File: config.mk
export PLATFORM = sky130hd
export DESIGN_NAME = clock_ratio_config_decoder
export DESIGN_NICKNAME = d
export VERILOG_FILES = /design/src/common/clk_cfg_pkg.sv /design/src/hdl/clock_ratio_config_decoder.sv /design/src/hdl/local_bus_clk_div.sv
export VERILOG_INCLUDE_DIRS = /design/src /design/src/common
export SDC_FILE = /design/constraint.sdc
export NUM_CORES = 1
export LEC_CHECK = 0
export ABC_CLOCK_PERIOD_IN_PS = 7200
export BUFFER_PORTS_ARGS = -buffer_cell sky130_fd_sc_hd__buf_2
export CAP_MARGIN = 10
export CORE_AREA = 2 2 151 153
export CTS_CLUSTER_DIAMETER = 60
export DETAILED_ROUTE_END_ITERATION = 10
export DIE_AREA = 0 0 153 155
export GPL_ROUTABILITY_DRIVEN = 0
export GPL_TIMING_DRIVEN = 0
export PLACE_DENSITY = 0.54
export SYNTH_ARGS = -nofsm -noshare
export SYNTH_HDL_FRONTEND = slang
export SYNTH_SLANG_ARGS = --single-unit
File: constraint.sdc
create_clock -name core_clk -period 7.2 [get_ports core_clk]
set_input_delay 1.44 -clock core_clk [delete_from_list [all_inputs] [get_ports core_clk]]
set_output_delay 1.44 -clock core_clk [all_outputs]
set_load 0.005 [all_outputs]
File: src/common/clk_cfg_defines.svh
// bit positions, register offsets and reset values of the clock ratio decoder
`ifndef CLK_CFG_DEFINES_SVH
`define CLK_CFG_DEFINES_SVH
`define RCW_W 256
`define PLAT_RANGE_LSB 0
`define PLAT_RAT_LSB 2
`define MEM_RANGE_LSB 8
`define MEM_RAT_LSB 10
`define CL_RAT_LSB 16
`define CL_STRIDE 8
`define CL_RANGE_OFS 5
`define CORE_SEL_LSB 64
`define CORE_SEL_STRIDE 4
`define MEM_SYNC_BIT 184
`define MEM_RATE_BIT 232
`define MEM_RSV0_BIT 234
`define PLAT_MULT_MIN 5'h05
`define PLAT_MULT_MAX 5'h0c
`define MEM_SYNC_CODE 5'h01
`define ADDR_W 4
`define LBCR_ADDR 4'h0
`define STATUS_ADDR 4'h1
`define PLL_ADDR 4'h2
`define CORE_ADDR 4'h3
`define MEM_ADDR 4'h4
`define LB_DIV_W 8
`define LBCR_DIV_RST 8'h02
`endif

File: src/common/clk_cfg_pkg.sv
// types shared by the clock ratio decoder
package clk_cfg_pkg;
  typedef enum logic [1:0] {ST_WAIT = 2'b01, ST_HELD = 2'b10} cap_state_e;
  typedef struct packed {
    logic [1:0] cluster;
    logic div2;
  } core_sel_s;
  typedef struct packed {
    logic sync;
    logic [1:0] range;
    logic [4:0] mult;
  } mem_cfg_s;
  typedef struct packed {
    logic [4:0] plat_mult;
    logic [1:0] plat_range;
    logic [2:0][4:0] cl_mult;
    logic [2:0][1:0] cl_range;
    core_sel_s [3:0] core;
    mem_cfg_s mem;
  } clk_sel_s;
  typedef struct packed {
    logic rate;
    logic fixed;
    logic mem;
    logic [3:0] core;
    logic [2:0] cl;
    logic plat;
  } cfg_err_s;
endpackage

File: src/hdl/clock_ratio_config_decoder.sv
// clock ratio decoder: captures and checks the clock fields of the reset configuration word
`timescale 1ns/1ps
`include "clk_cfg_defines.svh"
// ****************************************************************
// ****************************************************************
module clock_ratio_config_decoder
#(
  parameter int LB_DIV_W = `LB_DIV_W
)
(
  // clock and reset
  input wire logic core_clk,
  input wire logic rst_n,
  // configuration word loader
  input wire logic [`RCW_W-1:0] reset_configuration_word,
  input wire logic rcw_load_done,
  // register port
  input wire logic [`ADDR_W-1:0] addr,
  input wire logic [31:0] wr_data,
  input wire logic wr_en,
  input wire logic rd_en,
  output logic [31:0] rd_data,
  // decoded selections to the PLLs and both memory controllers
  output clk_cfg_pkg::clk_sel_s clk_sel,
  output logic mem_ref_platform,
  // status
  output logic cfg_valid,
  output logic cfg_error,
  output clk_cfg_pkg::cfg_err_s err_cause,
  // derived clocks
  output logic mem_bus_clk_out,
  output logic local_bus_clock_out
);
  import clk_cfg_pkg::*;

  // ****************************************************************
  // decode functions
  // ****************************************************************

  // platform code is valid inside the 5..12 window
  function automatic logic plat_ok_f(input logic [4:0] code);
    plat_ok_f = (code >= `PLAT_MULT_MIN) && (code <= `PLAT_MULT_MAX);
  endfunction

  // cluster code equals its multiplier when valid
  function automatic logic cl_ok_f(input logic [4:0] code);
    case (code)
      5'h08, 5'h09, 5'h0a, 5'h0b, 5'h0c, 5'h0e, 5'h0f, 5'h10: cl_ok_f = 1'b1;
      default: cl_ok_f = 1'b0;
    endcase
  endfunction

  // core select: bits 3:2 pick the cluster, bit 0 the /2
  function automatic logic core_ok_f(input logic [3:0] code);
    case (code)
      4'h0, 4'h1, 4'h4, 4'h5, 4'h8: core_ok_f = 1'b1;
      default: core_ok_f = 1'b0;
    endcase
  endfunction

  // async memory code equals its data rate to reference ratio
  function automatic logic mem_async_ok_f(input logic [4:0] code);
    case (code)
      5'h05, 5'h06, 5'h08, 5'h09, 5'h0a, 5'h0c, 5'h0d, 5'h10: mem_async_ok_f = 1'b1;
      default: mem_async_ok_f = 1'b0;
    endcase
  endfunction

  // ****************************************************************
  // field extraction and decode
  // ****************************************************************
  wire [4:0] plat_code;
  wire [1:0] plat_range;
  wire [4:0] mem_code;
  wire [1:0] mem_range;
  wire mem_sync;
  wire mem_rate;
  wire mem_rsv0;
  wire plat_ok;
  wire mem_ok;
  wire [2:0][4:0] cl_code;
  wire [2:0][1:0] cl_range;
  wire [2:0] cl_ok;
  wire [3:0][3:0] core_code;
  wire [3:0] core_ok;
  core_sel_s [3:0] core_dec;
  clk_sel_s sel_dec;
  cfg_err_s err_dec;

  // platform and memory fields
  assign plat_code = reset_configuration_word[`PLAT_RAT_LSB +: 5];
  assign plat_range = reset_configuration_word[`PLAT_RANGE_LSB +: 2];
  assign mem_code = reset_configuration_word[`MEM_RAT_LSB +: 5];
  assign mem_range = reset_configuration_word[`MEM_RANGE_LSB +: 2];
  assign mem_sync = reset_configuration_word[`MEM_SYNC_BIT];
  assign mem_rate = reset_configuration_word[`MEM_RATE_BIT];
  assign mem_rsv0 = reset_configuration_word[`MEM_RSV0_BIT];
  assign plat_ok = plat_ok_f(plat_code);
  assign mem_ok = mem_sync ? (mem_code == `MEM_SYNC_CODE) : mem_async_ok_f(mem_code);

  // the three cluster PLL fields
  genvar gc;
  generate
    for (gc = 0; gc < 3; gc++)
    begin : g_cl
      assign cl_code[gc] = reset_configuration_word[`CL_RAT_LSB + gc * `CL_STRIDE +: 5];
      assign cl_range[gc] = reset_configuration_word[`CL_RAT_LSB + gc * `CL_STRIDE + `CL_RANGE_OFS +: 2];
      assign cl_ok[gc] = cl_ok_f(cl_code[gc]);
    end
  endgenerate

  // the four per-core selects
  genvar gk;
  generate
    for (gk = 0; gk < 4; gk++)
    begin : g_core
      assign core_code[gk] = reset_configuration_word[`CORE_SEL_LSB + gk * `CORE_SEL_STRIDE +: 4];
      assign core_ok[gk] = core_ok_f(core_code[gk]);
      assign core_dec[gk] = '{cluster: core_code[gk][3:2], div2: core_code[gk][0]};
    end
  endgenerate

  // one memory configuration feeds both controllers
  assign sel_dec = '{
    plat_mult: plat_code,
    plat_range: plat_range,
    cl_mult: cl_code,
    cl_range: cl_range,
    core: core_dec,
    mem: '{sync: mem_sync, range: mem_range, mult: mem_code}
  };

  // error causes; the fixed bits are checked although software owns them
  assign err_dec.plat = !plat_ok;
  assign err_dec.cl = ~cl_ok;
  assign err_dec.core = ~core_ok;
  assign err_dec.mem = !mem_ok;
  assign err_dec.fixed = (mem_sync != mem_rate) || mem_rsv0;
  assign err_dec.rate = !mem_sync && plat_ok && mem_ok && ({1'b0, mem_code} > {plat_code, 1'b0});

  // ****************************************************************
  // capture state machine
  // ****************************************************************
  cap_state_e state_r;
  cap_state_e state_nxt;
  wire capture;

  assign capture = (state_r == ST_WAIT) && rcw_load_done;

  // one capture per reset, then hold for good
  always_comb
  begin
    case (state_r)
      ST_WAIT: state_nxt = rcw_load_done ? ST_HELD : ST_WAIT;
      ST_HELD: state_nxt = ST_HELD;
      default: state_nxt = ST_WAIT;
    endcase
  end

  // ****************************************************************
  // held configuration and status
  // ****************************************************************
  clk_sel_s sel_nxt;
  cfg_err_s err_nxt;
  logic mem_bus_clk_nxt;

  // later load pulses cannot disturb running PLLs
  assign sel_nxt = capture ? sel_dec : clk_sel;
  assign err_nxt = capture ? err_dec : err_cause;
  // sync mode: memory bus clock toggles every platform cycle, half its rate
  assign mem_bus_clk_nxt = cfg_valid && clk_sel.mem.sync && !mem_bus_clk_out;

  always_ff @(posedge core_clk)
  begin
    if (!rst_n)
    begin
      state_r <= ST_WAIT;
      clk_sel <= '0;
      err_cause <= '0;
      cfg_valid <= 1'b0;
      cfg_error <= 1'b0;
      mem_ref_platform <= 1'b0;
      mem_bus_clk_out <= 1'b0;
    end
    else
    begin
      state_r <= state_nxt;
      clk_sel <= sel_nxt;
      err_cause <= err_nxt;
      cfg_valid <= cfg_valid || capture;
      cfg_error <= |err_nxt;
      mem_ref_platform <= sel_nxt.mem.sync;
      mem_bus_clk_out <= mem_bus_clk_nxt;
    end
  end

  // ****************************************************************
  // register port
  // ****************************************************************
  logic [LB_DIV_W-1:0] lb_div_r;
  logic [31:0] rd_mux;

  // read selection; unmapped offsets read zero
  always_comb
  begin
    case (addr)
      `LBCR_ADDR: rd_mux = {{(32 - LB_DIV_W){1'b0}}, lb_div_r};
      `STATUS_ADDR: rd_mux = {20'h0, err_cause, cfg_valid};
      `PLL_ADDR: rd_mux = {4'h0, clk_sel.plat_mult, clk_sel.plat_range, clk_sel.cl_mult, clk_sel.cl_range};
      `CORE_ADDR: rd_mux = {20'h0, clk_sel.core};
      `MEM_ADDR: rd_mux = {23'h0, mem_ref_platform, clk_sel.mem};
      default: rd_mux = 32'h0;
    endcase
  end

  // divider register write and one-cycle read data
  always_ff @(posedge core_clk)
  begin
    if (!rst_n)
    begin
      lb_div_r <= LB_DIV_W'(`LBCR_DIV_RST);
      rd_data <= 32'h0;
    end
    else
    begin
      if (wr_en && addr == `LBCR_ADDR)
      begin
        lb_div_r <= wr_data[LB_DIV_W-1:0];
      end
      rd_data <= rd_en ? rd_mux : 32'h0;
    end
  end

  // ****************************************************************
  // local bus clock
  // ****************************************************************
  // runs only once a configuration is held
  local_bus_clk_div #(.DIV_W(LB_DIV_W)) u_lb_div (
    .core_clk(core_clk),
    .rst_n(rst_n),
    .run(cfg_valid),
    .ratio(lb_div_r),
    .clk_out(local_bus_clock_out)
  );
endmodule

File: src/hdl/local_bus_clk_div.sv
// divider that makes the local bus output clock from the platform clock
`timescale 1ns/1ps
`include "clk_cfg_defines.svh"
module local_bus_clk_div
#(
  parameter int DIV_W = `LB_DIV_W
)
(
  // clock and reset
  input wire logic core_clk,
  input wire logic rst_n,
  // control
  input wire logic run,
  input wire logic [DIV_W-1:0] ratio,
  // divided clock
  output logic clk_out
);
  logic [DIV_W-1:0] cnt_r;
  logic [DIV_W-1:0] cnt_nxt;
  logic [DIV_W-1:0] ratio_eff;
  logic [DIV_W-1:0] half;
  logic clk_out_nxt;

  // ratios below two cannot make a clock, so they act as two
  assign ratio_eff = (ratio < DIV_W'(2)) ? DIV_W'(2) : ratio;
  assign half = ratio_eff >> 1;
  assign cnt_nxt = (!run || cnt_r >= ratio_eff - DIV_W'(1)) ? '0 : cnt_r + DIV_W'(1);
  assign clk_out_nxt = run && (cnt_nxt < half);

  // counter and output flop
  always_ff @(posedge core_clk)
  begin
    if (!rst_n)
    begin
      cnt_r <= '0;
      clk_out <= 1'b0;
    end
    else
    begin
      cnt_r <= cnt_nxt;
      clk_out <= clk_out_nxt;
    end
  end
endmodule
==> metrics.txt <==
area leader, netlist=dfxtp_1; final setup vio count=0; total gr overflow=0; largest net degree at the start of global routing=20; Post-DP HPWL=14.9 mm; post-synthesis simple-gate area fraction=23.0%; Post-Syn Area=4840 sq um; CP cell instances=nor4_4, nand2_1, o21ai_0, ha_1, nand2_1, nor3_1, xnor2_1, ha_1, nand4_1, nand3b_1, a21oi_1, o21ai_1, buf_2, nor2_1, ha_1, a21oi_1, nor2b_1, o21ai_0, a21oi_1, a2111oi_2; dpl cells=1020; Root Buffer Master=clkbuf_16; Final Max Tran Viols=0; clk slew on worst S/H paths=80 ps; Overall Global Routing Usage=15.7%; worst setup path startpoint=lb_div_r[4]$_SDFFE_PN0P_; Main synth FF type=dfxtp_1; setup TNS=0 ps; Synth Instances=573; area of the multi-input gates=2430 sq um; Vias=4715; Setup Slack @ Placement=2900 ps; post-synthesis mux area share=1.32%; synthesized flop and latch total=109; worst setup margin=2940 ps; DRT Pass-1 Iters=5; ys async rst share=0%; Final period util=59.2%; final std cells w/o fill=1038; Detailed Route WL=18.9 mm; Clock Latency Late Sink=370 ps; Clock Sinks=109; Final #Nets=1068; CP max-delay cell=dfxtp_1; Synth cell types=53; count leader, synth=nand2_1; min-delay src=clk_sel[40]$_SDFFE_PN0P_; slowest stage delay, CP=410 ps; synth cell count leaders=nand2_1 (121), dfxtp_1 (109), a21oi_1 (79); register area share after synthesis=45.1%; die area=23700 sq um; Pwr per Cell Area=221 nW/um^2; Critical Path RT=7440 ps; synth top area cells=dfxtp_1 (45%), nand2_1 (9.4%), a21oi_1 (8.2%), ha_1 (6.5%), nor2_1 (2.6%); Min Clock Period, post-route=4260 ps; Chip Width=153 um; peak supply drop=0.0896 mV; leakage=2.82 nW; Vias/cell=4.54; Design Area, Final=6330 sq um; average cell area after synthesis=8.45 sq um; crit end category=flop; largest family of logic cells by synthesized area=simple AND/OR/NAND/NOR gates; DRC viols=0; Final ANT Viol Nets=0; share of post-route cells with drive strength above 1=27.3%; FF/Latch Area=2180 sq um; clock tree buffer depth=2; Ports=393; Setup Skew=11.9 ps; status=finished clean; core area=22200 sq um; fmax=0.235 GHz; antenna violations before repair=3; Max-slew headroom=50.7%; PortBufs=159; placed inst area=6000 sq um; Synth top area share=45.1%; critical-path maximum fanout=10; # H-tree levels=3; vias in the first global route=4407; DR WL/cell=18.2 um; Finished Core Util=28.5%; xor and xnor area share after synthesis=1.99%; RSZ-0062 raised after global routing=false; Num CTS Buffers=9; Max Cap Viol=0; initial DRC count=267; # rows=55; RR Startpoint=lb_div_r[4]$_SDFFE_PN0P_; post-CTS setup buffers=0; cts hold-fix bufs=0; Worst path top cell family by delay=compound AO/OA/AOI/OAI gates; Critical path buffers and inverters=1; first-pass GRT wire length=27.8 mm; Worst setup SP type=flop; Initial Util=21.8%; number of synthesized flops with an enable pin=0; type of the worst min-delay path=flop to flop; synth warn=0; Final Hold Viols=0; Slew @ Worst Pin=740 ps; CTS tree=built; fillers=2451; die height=155 um; CTS resizes=0; worst endpoint data arrival time=4500 ps; critical path class=flop to flop; Post-Synth Adder-Cell Area=6.46%; post-synthesis compound-gate area fraction=17.1%; Area Growth Syn to Fin=30.7%
metal layers:
metal	up-vias	wire, um	track usage (%)
li1	2319	-	-
met4	2	335	5.16
met3	18	1380	3.87
met1	2210	9050	21.9
met2	166	8110	23.8
met5	-	7	0
worst paths after layout:
kind	end	slack, ps	cells after the start
setup reg to reg	u_lb_div.clk_out$_SDFF_PN0_	2940	20
hold reg to reg	clk_sel[40]$_SDFFE_PN0P_	470	2
setup / recovery	u_lb_div.clk_out$_SDFF_PN0_	2940	20
hold / removal	clk_sel[40]$_SDFFE_PN0P_	470	2
report_power, final:
group          switching (mW)  internal, mW  total [mW]
clock                   0.256         0.287       0.543
combinational           0.119        0.0764       0.196
sequential             0.0295         0.631       0.660
total                   0.405         0.994        1.40
registers in the layout, summed over array words and instances (netlist names):
register	flops
cfg_error	1
cfg_valid	1
clk_sel	47
err_cause	11
lb_div_r	8
mem_bus_clk_out	1
mem_ref_platform	1
rd_data	28
state_r	2
u_lb_div.clk_out	1
u_lb_div.cnt_r	8
cell usage in the layout, fill, tap and decap left out, types with 3 or more instances in the layout:
master	instances
nor2_1	34
nor4b_1	3
ha_1	25
o21ai_1	8
conb_1	4
a21oi_1	79
mux2_2	3
nor2b_1	6
nand4_1	4
buf_4	5
nand3b_1	3
a22oi_1	11
xnor2_1	8
inv_6	3
a222oi_1	9
nand3_1	12
nand2b_1	4
dfxtp_1	109
clkbuf_1	17
and2_1	18
clkbuf_16	9
buf_2	170
inv_1	17
xor2_1	3
o21ai_0	9
o211a_1	4
mux2i_1	3
nor3_1	14
nand2_1	121
and3_1	4
final cells by class:
cell class | instances | share of cell area (%)
clock buffer | 10 | 3.78
multi-input combinational | 414 | 38.4
clock inverter | 6 | 1.27
inverter | 18 | 1.07
timing repair buffer | 159 | 12.6
antenna | 2 | 0.0791
tap | 285 | 5.63
buffer | 35 | 2.71
sequential | 109 | 34.5
cells by family after synthesis:
| family | after synthesis |
|---|---|
| AND/OR/NAND/NOR | 233 |
| AO/OA/AOI/OAI | 135 |
| flip-flops | 109 |
| buffers and inverters | 53 |
| adder cells (fa/ha/maj) | 25 |
| XOR/XNOR | 11 |
| multiplexers | 6 |
| other | 1 |
stage by stage:
step	hold WS, ps	total power [mW]
after floorplan	459	0.765
after global placement	457	0.871
after detailed placement	456	0.872
after CTS	468	1.42
after global routing	495	1.46
final	467	1.40
tightest hold or removal path: cells and delay by family (launching register included):
family | cells | cell delay, ps
simple gates | 1 | 50
flops | 1 | 320
compound gates | 1 | 50
(Power assumes the default switching activity.)
